### config.mk
export PLATFORM = sky130hd
export DESIGN_NAME = pdbd_device_flat
export DESIGN_NICKNAME = d
export VERILOG_FILES = /design/src/pdbd_pkg.sv /design/src/pdbd_if.sv /design/src/pdbd_device.sv /design/src/flat_wrapper.sv
export SDC_FILE = /design/constraint.sdc
export NUM_CORES = 1
export LEC_CHECK = 0
export BUFFER_PORTS_ARGS = -buffer_cell sky130_fd_sc_hd__buf_2
export CAP_MARGIN = 20
export CORE_ASPECT_RATIO = 0.5
export CORE_MARGIN = 1.5
export CORE_UTILIZATION = 30
export CTS_BUF_LIST = sky130_fd_sc_hd__clkbuf_8
export DETAILED_ROUTE_END_ITERATION = 6
export MAX_ROUTING_LAYER = met4
export PLACE_DENSITY = 0.52
export SYNTH_ARGS = -nofsm -noshare
export SYNTH_HDL_FRONTEND = slang
export SYNTH_SLANG_ARGS = --single-unit
### constraint.sdc
create_clock -name sys_clk -period 10.93 [get_ports sys_clk]
set_input_delay 1.6395 -clock sys_clk [delete_from_list [all_inputs] [get_ports sys_clk]]
set_output_delay 1.6395 -clock sys_clk [all_outputs]
set_load 0.01 [all_outputs]
### src/pdbd_pkg.sv
// shared constants and types for the pulse descriptor body decoder
package pdbd_pkg;
    // section sizes in bytes, frame and payload widths in bits
    localparam int unsigned BODY_BYTES = 8;
    localparam int unsigned PARAM_BYTES = 4;
    localparam int unsigned PAY_BYTES_BASIC = 17;
    localparam int unsigned PAY_BYTES_EXPERT = 12;
    localparam int unsigned MAX_BYTES = 29;
    localparam int unsigned FRAME_W = 232;
    localparam int unsigned PAY_W = 136;
    // byte counter reset value
    localparam logic [4:0] CNT_RST = 5'h00;
    // field widths
    localparam int unsigned FREQ_W = 32;
    localparam int unsigned ATTEN_W = 16;
    localparam int unsigned PHASE_W = 16;
    localparam int unsigned EDGE_W = 3;
    localparam int unsigned RAMP_W = 22;
    localparam int unsigned RAMP_SAMP_W = 25;
    localparam int unsigned INDEX_W = 24;
    localparam int unsigned MOD_W = 4;
    localparam int unsigned WIDTH_W = 44;
    localparam int unsigned CHIRP_W_W = 25;
    localparam int unsigned STEP_W = 64;
    localparam int unsigned TOTAL_W = 46;
    // ramp scale shift for the x8 setting
    localparam int unsigned RAMP_X8_SHIFT = 3;
    // parameter block selector codes
    localparam logic [1:0] PSEL_NONE = 2'h0;
    localparam logic [1:0] PSEL_EDGE = 2'h1;
    // modulation codes handled here
    localparam logic [3:0] MOD_RECT = 4'h0;
    localparam logic [3:0] MOD_CHIRP = 4'h1;
    // edge shape codes
    localparam logic [2:0] EDGE_LINEAR = 3'h0;
    localparam logic [2:0] EDGE_COSINE = 3'h1;
    // receiver states
    typedef enum logic [0:0] {ST_RECV, ST_EMIT} pdbd_state_e;
endpackage

### src/pdbd_if.sv
// byte link between descriptor source and decoder
`timescale 1ns/1ps
interface pdbd_if (
    // clock and reset
    input wire logic sys_clk,
    input wire logic rstn
);
    logic valid; // byte offered
    logic ready; // byte accepted when both high
    logic [7:0] data; // byte, most significant first
    logic first; // marks the first body byte of a word
    logic expert; // expert format word
    logic wave_src; // waveform_source_flag
    logic [1:0] param_select; // parameter block selector
    logic ext_present; // ext_block_present flag

    modport dev (
        input sys_clk, rstn, valid, data, first, expert, wave_src,
        input param_select, ext_present,
        output ready
    );
    modport src (
        input sys_clk, rstn, ready,
        output valid, data, first, expert, wave_src, param_select,
        output ext_present
    );
endinterface

### src/pdbd_device.sv
// device end: gathers body, params and payload bytes and decodes them
// Functional notes
// - freq_shift: signed 32-bit RF frequency offset
// - attenuation_code: unsigned 16-bit level reduction
// - phase_shift: 16-bit phase over full circle
// - expert 4-byte params absent when extension present
// - unused params block filled with zeros
// - edge shaping only for real-time pulses
// - edge_shape 0 linear, 1 cosine
// - ramp_scale 0 gives x1, 1 gives x8
// - ramp added to pulse width, not inside
// - playback takes 24-bit stored_waveform_index first
// - playback payload 136/96 bits, rest reserved
// - real-time payload opens with modulation_type
// - rectangular: 44-bit pulse_width then reserved bits
// - chirp_step signed 64-bit per-sample increment
// - chirp step spans edges when shaping active
// - param_select: 0 none, 1 edge, others reserved
// - ext_block_present marks extension block use
`timescale 1ns/1ps
module pdbd_device import pdbd_pkg::*; (
    // link to the descriptor source
    pdbd_if.dev lnk,
    // decoded body
    output logic [FREQ_W-1:0] freq_shift,
    output logic [ATTEN_W-1:0] attenuation_code,
    output logic [PHASE_W-1:0] phase_shift,
    // decoded edge shaping
    output logic shaping_en,
    output logic [EDGE_W-1:0] edge_shape,
    output logic ramp_scale,
    output logic [RAMP_W-1:0] ramp_duration,
    output logic [RAMP_SAMP_W-1:0] ramp_samples,
    // decoded payload
    output logic playback,
    output logic [INDEX_W-1:0] stored_waveform_index,
    output logic [MOD_W-1:0] modulation_type,
    output logic [WIDTH_W-1:0] pulse_width,
    output logic [STEP_W-1:0] chirp_step,
    output logic [TOTAL_W-1:0] total_samples,
    // status
    output logic desc_valid,
    output logic param_reserved,
    output logic shaping_refused
);
    pdbd_state_e state_reg, state_next; // receive or present
    logic [4:0] cnt_reg, cnt_next; // bytes taken so far
    logic [FRAME_W-1:0] sr_reg, sr_next; // gathered bytes, last at bit 0
    logic exp_reg, exp_next; // header copies for this word
    logic src_reg, src_next;
    logic [1:0] psel_reg, psel_next;
    logic ext_reg, ext_next;
    logic hdr_exp, hdr_ext; // header view for length count
    logic [1:0] hdr_psel;
    logic [4:0] word_len; // bytes in the current word
    logic take; // byte handshake
    logic has_params; // params block present
    logic [PAY_W-1:0] pay; // payload left-justified
    logic [31:0] prm; // params block
    logic [63:0] body; // body section
    logic shp; // edge shaping in force
    logic [RAMP_SAMP_W-1:0] rs; // ramp in samples
    logic [WIDTH_W-1:0] pw; // decoded pulse width
    logic [STEP_W-1:0] stp; // decoded chirp step
    // registered outputs
    logic [FREQ_W-1:0] freq_next;
    logic [ATTEN_W-1:0] att_next;
    logic [PHASE_W-1:0] ph_next;
    logic shp_next, scl_next, pb_next, pres_next, pref_next, dv_next;
    logic [EDGE_W-1:0] edge_next;
    logic [RAMP_W-1:0] dur_next;
    logic [RAMP_SAMP_W-1:0] rs_next;
    logic [INDEX_W-1:0] idx_next;
    logic [MOD_W-1:0] mod_next;
    logic [WIDTH_W-1:0] pw_next;
    logic [STEP_W-1:0] stp_next;
    logic [TOTAL_W-1:0] tot_next;

    // stall the source only while a finished word is presented
    assign lnk.ready = (state_reg == ST_RECV);
    assign take = lnk.valid && lnk.ready;

    // header is live on the first byte, latched afterwards
    always_comb begin
        if (lnk.first || cnt_reg == CNT_RST) begin
            hdr_exp = lnk.expert;
            hdr_psel = lnk.param_select;
            hdr_ext = lnk.ext_present;
        end else begin
            hdr_exp = exp_reg;
            hdr_psel = psel_reg;
            hdr_ext = ext_reg;
        end
        // params ride only in expert words without extension
        word_len = hdr_exp ? 5'(BODY_BYTES + PAY_BYTES_EXPERT)
                           : 5'(BODY_BYTES + PAY_BYTES_BASIC);
        if (hdr_exp && !hdr_ext) begin
            word_len = word_len + 5'(PARAM_BYTES);
        end
    end

    // receive sequencing
    always_comb begin
        state_next = state_reg;
        cnt_next = cnt_reg;
        sr_next = sr_reg;
        exp_next = exp_reg;
        src_next = src_reg;
        psel_next = psel_reg;
        ext_next = ext_reg;
        case (state_reg)
            ST_RECV: begin
                if (take) begin
                    sr_next = {sr_reg[FRAME_W-9:0], lnk.data};
                    // a first marker restarts the count
                    if (lnk.first || cnt_reg == CNT_RST) begin
                        exp_next = lnk.expert;
                        src_next = lnk.wave_src;
                        psel_next = lnk.param_select;
                        ext_next = lnk.ext_present;
                        cnt_next = 5'h01;
                    end else begin
                        cnt_next = cnt_reg + 5'h01;
                    end
                    if (cnt_next == word_len) begin
                        state_next = ST_EMIT;
                        cnt_next = CNT_RST;
                    end
                end
            end
            ST_EMIT: begin
                state_next = ST_RECV;
            end
            default: begin
                state_next = ST_RECV;
                cnt_next = CNT_RST;
            end
        endcase
    end

    // receive registers
    always_ff @(posedge lnk.sys_clk or negedge lnk.rstn) begin
        if (!lnk.rstn) begin
            state_reg <= ST_RECV;
            cnt_reg <= CNT_RST;
            sr_reg <= '0;
            exp_reg <= 1'b0;
            src_reg <= 1'b0;
            psel_reg <= PSEL_NONE;
            ext_reg <= 1'b0;
        end else begin
            state_reg <= state_next;
            cnt_reg <= cnt_next;
            sr_reg <= sr_next;
            exp_reg <= exp_next;
            src_reg <= src_next;
            psel_reg <= psel_next;
            ext_reg <= ext_next;
        end
    end

    // split the gathered bytes into sections
    always_comb begin
        has_params = exp_reg && !ext_reg;
        if (exp_reg) begin
            pay = {sr_reg[95:0], 40'h0000000000};
        end else begin
            pay = sr_reg[135:0];
        end
        // params sit just above the payload when present
        prm = has_params ? sr_reg[127:96] : 32'h00000000;
        if (!exp_reg) begin
            body = sr_reg[199:136];
        end else if (has_params) begin
            body = sr_reg[191:128];
        end else begin
            body = sr_reg[159:96];
        end
        // edge data honoured only for real-time words
        shp = has_params && psel_reg == PSEL_EDGE && !src_reg;
        // x8 widens the ramp by three bit places
        rs = prm[28] ? {prm[21:0], 3'h0} : {3'h0, prm[21:0]};
        pw = '0;
        stp = '0;
        if (!src_reg && pay[135:132] == MOD_RECT) begin
            pw = pay[131:88];
        end else if (!src_reg && pay[135:132] == MOD_CHIRP) begin
            // reserved run is 19 bits basic, 3 bits expert
            if (exp_reg) begin
                pw = {19'h00000, pay[128:104]};
                stp = pay[103:40];
            end else begin
                pw = {19'h00000, pay[112:88]};
                stp = pay[87:24];
            end
        end
    end

    // present decoded fields; reserved bits never reach them
    always_comb begin
        freq_next = freq_shift;
        att_next = attenuation_code;
        ph_next = phase_shift;
        shp_next = shaping_en;
        edge_next = edge_shape;
        scl_next = ramp_scale;
        dur_next = ramp_duration;
        rs_next = ramp_samples;
        pb_next = playback;
        idx_next = stored_waveform_index;
        mod_next = modulation_type;
        pw_next = pulse_width;
        stp_next = chirp_step;
        tot_next = total_samples;
        pres_next = param_reserved;
        pref_next = shaping_refused;
        dv_next = 1'b0;
        if (state_reg == ST_EMIT) begin
            dv_next = 1'b1;
            freq_next = body[63:32];
            att_next = body[31:16];
            ph_next = body[15:0];
            shp_next = shp;
            // shape, scale and ramp read only with shaping on
            edge_next = shp ? prm[31:29] : EDGE_LINEAR;
            scl_next = shp ? prm[28] : 1'b0;
            dur_next = shp ? prm[21:0] : '0;
            rs_next = shp ? rs : '0;
            pb_next = src_reg;
            idx_next = src_reg ? pay[135:112] : '0;
            mod_next = src_reg ? MOD_RECT : pay[135:132];
            pw_next = pw;
            stp_next = stp;
            // both edges extend the on time
            tot_next = {2'h0, pw} + (shp ? {20'h00000, rs, 1'b0}
                                         : 46'h0);
            pres_next = has_params && psel_reg[1];
            pref_next = has_params && psel_reg == PSEL_EDGE
                        && src_reg;
        end
    end

    // output registers
    always_ff @(posedge lnk.sys_clk or negedge lnk.rstn) begin
        if (!lnk.rstn) begin
            freq_shift <= '0;
            attenuation_code <= '0;
            phase_shift <= '0;
            shaping_en <= 1'b0;
            edge_shape <= EDGE_LINEAR;
            ramp_scale <= 1'b0;
            ramp_duration <= '0;
            ramp_samples <= '0;
            playback <= 1'b0;
            stored_waveform_index <= '0;
            modulation_type <= MOD_RECT;
            pulse_width <= '0;
            chirp_step <= '0;
            total_samples <= '0;
            param_reserved <= 1'b0;
            shaping_refused <= 1'b0;
            desc_valid <= 1'b0;
        end else begin
            freq_shift <= freq_next;
            attenuation_code <= att_next;
            phase_shift <= ph_next;
            shaping_en <= shp_next;
            edge_shape <= edge_next;
            ramp_scale <= scl_next;
            ramp_duration <= dur_next;
            ramp_samples <= rs_next;
            playback <= pb_next;
            stored_waveform_index <= idx_next;
            modulation_type <= mod_next;
            pulse_width <= pw_next;
            chirp_step <= stp_next;
            total_samples <= tot_next;
            param_reserved <= pres_next;
            shaping_refused <= pref_next;
            desc_valid <= dv_next;
        end
    end
endmodule // pdbd_device

### src/flat_wrapper.sv
// flat-port wrapper written by rule: the top's interface ports become plain ports
module pdbd_device_flat import pdbd_pkg::*;
  (freq_shift, attenuation_code, phase_shift, shaping_en, edge_shape, ramp_scale, ramp_duration, ramp_samples, playback, stored_waveform_index, modulation_type, pulse_width, chirp_step, total_samples, desc_valid, param_reserved, shaping_refused, sys_clk, rstn, lnk_valid, lnk_data, lnk_first, lnk_expert, lnk_wave_src, lnk_param_select, lnk_ext_present, lnk_ready);
  pdbd_if lnk_i (.sys_clk(sys_clk), .rstn(rstn));
  output logic [FREQ_W-1:0] freq_shift;
  output logic [ATTEN_W-1:0] attenuation_code;
  output logic [PHASE_W-1:0] phase_shift;
  output logic shaping_en;
  output logic [EDGE_W-1:0] edge_shape;
  output logic ramp_scale;
  output logic [RAMP_W-1:0] ramp_duration;
  output logic [RAMP_SAMP_W-1:0] ramp_samples;
  output logic playback;
  output logic [INDEX_W-1:0] stored_waveform_index;
  output logic [MOD_W-1:0] modulation_type;
  output logic [WIDTH_W-1:0] pulse_width;
  output logic [STEP_W-1:0] chirp_step;
  output logic [TOTAL_W-1:0] total_samples;
  output logic desc_valid;
  output logic param_reserved;
  output logic shaping_refused;
  input wire logic sys_clk;
  input wire logic rstn;
  input wire logic [$bits(lnk_i.valid)-1:0] lnk_valid;
  input wire logic [$bits(lnk_i.data)-1:0] lnk_data;
  input wire logic [$bits(lnk_i.first)-1:0] lnk_first;
  input wire logic [$bits(lnk_i.expert)-1:0] lnk_expert;
  input wire logic [$bits(lnk_i.wave_src)-1:0] lnk_wave_src;
  input wire logic [$bits(lnk_i.param_select)-1:0] lnk_param_select;
  input wire logic [$bits(lnk_i.ext_present)-1:0] lnk_ext_present;
  output wire logic [$bits(lnk_i.ready)-1:0] lnk_ready;
  assign lnk_i.valid = lnk_valid;
  assign lnk_i.data = lnk_data;
  assign lnk_i.first = lnk_first;
  assign lnk_i.expert = lnk_expert;
  assign lnk_i.wave_src = lnk_wave_src;
  assign lnk_i.param_select = lnk_param_select;
  assign lnk_i.ext_present = lnk_ext_present;
  assign lnk_ready = lnk_i.ready;
  pdbd_device u_core (.lnk(lnk_i), .freq_shift(freq_shift), .attenuation_code(attenuation_code), .phase_shift(phase_shift), .shaping_en(shaping_en), .edge_shape(edge_shape), .ramp_scale(ramp_scale), .ramp_duration(ramp_duration), .ramp_samples(ramp_samples), .playback(playback), .stored_waveform_index(stored_waveform_index), .modulation_type(modulation_type), .pulse_width(pulse_width), .chirp_step(chirp_step), .total_samples(total_samples), .desc_valid(desc_valid), .param_reserved(param_reserved), .shaping_refused(shaping_refused));
endmodule
==> Yosys cells after proc, flatten, opt, wreduce, memory -nomap -nowiden <==
Index checks and enable logic that the tools add are counted.
{ "totals": {"register_bits": 513, "in_bits": 17, "out_inout_bits": 303} }
{ "op_classes": {"add_sub_neg": 3, "n_eq_ne": 3, "mux": 30, "bitwise_logic": 1, "reduce_logical": 17} }
{ "op_table": {"columns": ["operator", "n"], "rows": [
  ["64-bit 2-to-1 mux", 5],
  ["136-bit 2-to-1 mux", 1],
  ["44-bit 2-to-1 mux", 2],
  ["25-bit 2-to-1 mux", 3],
  ["44-bit by 46-bit adder with 46-bit output", 1],
  ["32-bit 2-to-1 mux", 1],
  ["26-bit 2-to-1 mux", 1],
  ["5-bit 2-to-1 mux", 5],
  ["24-bit 2-to-1 mux", 1],
  ["22-bit 2-to-1 mux", 1],
  ["1-bit logical AND", 9],
  ["4-bit 2-to-1 mux", 2],
  ["1-bit 2-to-1 mux", 6],
  ["5-bit by 1-bit adder with 5-bit output, second input constant", 1],
  ["5-bit by 3-bit adder with 5-bit output, second input constant", 1],
  ["5-bit == test", 1],
  ["5-bit logical NOT", 1],
  ["4-bit by 1-bit == test with 1-bit output, second input constant", 1],
  ["4-bit logical NOT", 1],
  ["1-bit logical NOT", 3],
  ["3-bit 2-to-1 mux", 1],
  ["3-bit AND reduction", 1],
  ["2-bit by 1-bit == test with 1-bit output, second input constant", 1],
  ["1-bit one-hot mux with 2 select lines", 1],
  ["other kinds (3)", 3]
]} }

==> Depth between registers and ports, before layout <==
{ "logic_depth": {"word_depth": 10, "mapped_depth": 18} }

==> Least setup slack after synthesis <==
Ideal clock, no wire load.
{ "synth_path": {"kind": "register to register", "startpoint": "reg u_core.exp_reg", "endpoint": "reg u_core.total_samples[37]", "arrival_ps": 3614, "path_slack_ps": 7249, "stages_incl_launch_ff": 19, "n_path_buf": 3, "synth_period_minus_slack_ps": 3681, "cell_sequence": "dfrtp_1 buf_6 buf_12 nor2b_1 nand3b_1 nand2b_1 clkbuf_1 nor2_1 and2_1 ha_1 inv_1 fa_1 nor2b_1 o2111a_1 o31ai_2 a211oi_2 o2111ai_2 mux2_4 nand3_2"} }
{ "synth_between": {"elab_chain_len": 6, "word_cells_on_any_way": 15, "cone_classes": "add/sub (1); eq/ne (1); mux (7); reduce/logical (6)"} }
{ "synth_rtl": {"columns": ["element", "line_no", "text"], "rows": [
  ["start, declared", "pdbd_device.sv:49", "logic exp_reg, exp_next;"],
  ["start signal, assigned", "pdbd_device.sv:155", "exp_reg <= exp_next;"],
  ["136-bit 2-to-1 mux", "pdbd_device.sv:165", "if (exp_reg) begin"],
  ["4-bit by 1-bit == test with 1-bit output", "pdbd_device.sv:187", "end else if (!src_reg && pay[135:132] == MOD_CHIRP) begin"],
  ["1-bit logical AND", "pdbd_device.sv:187", null],
  ["44-bit 2-to-1 mux", "pdbd_device.sv:187", null],
  ["44-bit 2-to-1 mux", "pdbd_device.sv:185", "if (!src_reg && pay[135:132] == MOD_RECT) begin"],
  ["44-bit by 46-bit adder with 46-bit output *", "pdbd_device.sv:235", "tot_next = {2'h0, pw} + (shp ? {20'h00000, rs, 1'b0}"],
  ["end signal, assigned", "pdbd_device.sv:277", "total_samples <= tot_next;"],
  ["end, declared", "pdbd_device.sv:40", "output logic [TOTAL_W-1:0] total_samples,"]
]} }
Every way passes the cells marked *; elsewhere a longest branch is shown, timed or not.
A chain may end at the register's enable or synchronous reset.

==> Worst setup path after layout <==
{ "layout_path": {"startpoint": "reg u_core.exp_reg", "endpoint": "reg u_core.total_samples[42]"} }
{ "layout_between": {"elab_chain_len": 6, "word_cells_on_any_way": 15, "cone_classes": "add/sub (1); eq/ne (1); mux (7); reduce/logical (6)"} }
{ "layout_rtl": {"columns": ["element", "line_no", "text"], "rows": [
  ["136-bit 2-to-1 mux", "pdbd_device.sv:165", null],
  ["4-bit by 1-bit == test with 1-bit output", "pdbd_device.sv:187", null],
  ["1-bit logical AND", "pdbd_device.sv:187", null],
  ["44-bit 2-to-1 mux", "pdbd_device.sv:187", null],
  ["44-bit 2-to-1 mux *", "pdbd_device.sv:185", null],
  ["net u_core.pw[3]", "pdbd_device.sv:63", "logic [WIDTH_W-1:0] pw;"],
  ["44-bit by 46-bit adder with 46-bit output *", "pdbd_device.sv:235", null]
]} }
The timed path passes the listed nets; every way through them passes the cells marked *.

==> impl_metrics.toml <==
[outcome]
outcome = "finished clean"

[placed_design]
portBuffers = 318
gp_congestion = 0.905
post-place-cells = 3646
dpl.hpwl_um = 56400
postPlaceCellArea_um2 = 26700

[drt]
wire_per_inst_um = 21.7
vias = 18800
drc = 0
drtIter0Drc = 1644
ant_nets = 0
first_pass_iters = 5
totalWireLength_um = 82300
vias_per_cell = 4.96

[timing]
setup_tns_ns = 0
setup_violations = 0
rsz0062_at_grt = "no"
worst_pin_slew_ns = 1.04
final_max_slew_viol_count = 0
fin_skew_ns = 0.0396
fin_crit_ns = 5.36
worst_slew_margin_rel_pct = 30.7
clock.fmax_ghz = 0.187
finalCritPeriodShare_pct = 49.0
hold_viol = 0

[clocking]
htree_levels = 3
cts_root_buf = "clkbuf_8"
cts_resized = 0
cts_hold_buffers = 0
cts_buffer_depth = 3
cts.sinks = 511
cts_made_buffers = 82
insertion_delay_ns = 0.72
cts_setup_buffers = 0
clk_pin_slew_ns = 0.07
cts_tree = "done"

[floorplanning]
initial_utilization_pct = 30.4
fp.dieW_um = 404
core_um2 = 79600
num_io_pins = 320
rows = 73
die_h_um = 204
dieArea_um2 = 82300

[critical_path]
cpMaxStageDelayCell = "dfrtp_4"
path_cells = "buf_4 -> nor3_4 -> o211ai_1 -> buf_4 -> a211oi_1 -> ha_1 -> o21ai_0 -> o21ai_0 -> a31oi_1 -> a2111oi_4 -> o211ai_2 -> mux2i_1 -> a211o_1"
crit_fanout = 69
cp_slowest_stage_delay_ns = 0.91
critical_path.startpoint = "u_core.exp_reg"
crit_type = "flop to flop"
arrival_ns = 5.94
start_kind = "flop"
end_kind = "flop"
cp.required_ns = 11.52
timing.rr.start = "u_core.exp_reg"

[logic_synthesis]
synthTopCellsByArea = "dfrtp_1 (53%), nand2_1 (11%), mux2i_1 (7.8%), o2bb2ai_1 (4.5%), mux2_2 (4.0%)"
synth_edf_count = 0
yosysUniqueCellTypes = 79
syn_area_um2 = 24100
syn_inst = 2382
yosys_most_used_dff = "dfrtp_1"
synthesis.nets = 2427
ys_seq_elements = 511
avgSynthCellArea_um2 = 10.1
synth_top_cell_area_share_pct = 53.0
yosys_warnings = 0
async_flop_share_pct = 100
yosysSeqAreaShare_pct = 53.0
synth_largest_area_cell = "dfrtp_1"

[global_routing]
grt_use_total_pct = 20.4
antenna_found_initial = 1
grt_max_degree = 204
grt_pass1_wl_um = 123000
grt_pass1_vias = 18700
grt_overflow_total = 0

[cells_and_area]
areaGrowthSynthToFinish_pct = 17.2
final_nets = 2688
largest_reg_flops = 200
design_area_um2 = 28300
finalNonFillerCells = 3795
layout-drive-gt1-share_pct = 21.4

[pwr]
p_per_area_nw_per_um2 = 164
p_leak_nw = 15.1
ir_drop_v = 0.0000850
fin_total_pwr_mw = 4.64

[worst_hold_path]
hold_start = "u_core.attenuation_code[9]"
min_path_type = "flop to flop"

[job]
maxCapViolCount = 0
[cells in the mapped netlist (all sizes together), types with 3 or more instances]
| library cell | number |
|---|---|
| a21boi | 4 |
| nor3b | 3 |
| or3 | 3 |
| a21o | 75 |
| clkbuf | 107 |
| o2bb2ai | 123 |
| o21bai | 4 |
| o21a | 3 |
| nand2 | 682 |
| nor3 | 12 |
| nand3 | 22 |
| mux2i | 190 |
| nor4 | 4 |
| inv | 24 |
| nand4 | 8 |
| a211o | 3 |
| buf | 58 |
| dfrtp | 511 |
| o21ai | 32 |
| a31oi | 4 |
| ha | 27 |
| xor2 | 13 |
| mux2 | 86 |
| nor2b | 4 |
| a211oi | 95 |
| a22o | 5 |
| xnor2 | 18 |
| nand3b | 5 |
| o31ai | 4 |
| nor2 | 139 |
| and2 | 13 |
| or2 | 4 |
| a21oi | 44 |
| o211ai | 18 |
[power by group]
part	total, mW	switching (mW)	internal, mW	leakage, nW
Sequential	2.29	0.275	2.01	7.00
Combinational	0.668	0.427	0.241	7.11
Clock	1.68	0.825	0.859	0.948
Total	4.64	1.53	3.11	15.1
[routing by layer]
metal | wire length, um | track usage (%)
met4 | 2330 | 6.39
met1 | 35500 | 25.8
met2 | 40800 | 33.1
met3 | 3590 | 3.65
met5 | 0 | -
[kinds of logic after synthesis]
family | share of synthesized area [%]
adder cells (fa/ha/maj) | 1.48
AO/OA/AOI/OAI | 13.9
multiplexers | 12.0
other | 0.0155
flip-flops | 53.0
buffers and inverters | 3.26
XOR/XNOR | 1.12
AND/OR/NAND/NOR | 15.3
[final cells by class]
type                    count  area (um2)
multi-input cells        1682       10600
repair buffers            342        1810
fillers                  8101       51300
clock buffers             100        1380
well taps                1087        1360
diodes                      1        2.50
flip-flops and latches    511       12800
inverters                  24        97.6
clock inverters            48         270
[through the flow]
stage                     hold slack, ns  worst slack (ns)  utilization [%]
final                              0.474              5.57             35.6
after global routing               0.492              5.29             35.6
after CTS                          0.478              5.66             35.6
after detailed placement           0.463              5.71             33.5
after global placement             0.459              5.70             33.5
after floorplan                    0.428              7.25                -
[layout by cell type, fill, tap and decap left out, types with 4 or more instances in the layout]
cell and instances:
o21ai_0 31, a21oi_1 43, nor3_1 11, a22o_1 5
or2_2 4, ha_1 27, a31oi_1 4, o211ai_1 17
o2bb2ai_1 123, mux2_2 85, xnor2_1 18, nand2_1 681
nor2_1 138, mux2i_1 187, a211oi_1 93, a21boi_0 4
nand3b_1 4, a21o_1 75, clkbuf_8 100, nand3_1 21
o21bai_1 4, clkinv_2 8, and2_1 13, clkinvlp_4 5
nand4_1 8, xor2_1 13, dfrtp_1 507, buf_2 317
buf_4 22, inv_1 53, nor4_1 4
[critical path, delay by kind of cell (launching register included)]
kind            cells  cell delay [ns]
flops               1             0.91
buf+inv             2             1.20
simple gates        1             0.12
compound gates      8             2.36
mux                 1             0.18
fa+ha+maj           1             0.41
[final timing paths]
kind | endpoint | slack, ns | cells after the start
worst max-delay path | u_core.total_samples[42] | 5.57 | 13
worst min-delay path | u_core.attenuation_code[9] | 0.47 | 1
worst max register to register | u_core.total_samples[42] | 5.57 | 13
worst min register to register | u_core.attenuation_code[9] | 0.47 | 1
max in group asynchronous | u_core.sr_reg[163] | 7.72 | 3
min in group asynchronous | u_core.chirp_step[14] | 1.01 | 1
(Power assumes the default switching activity.)
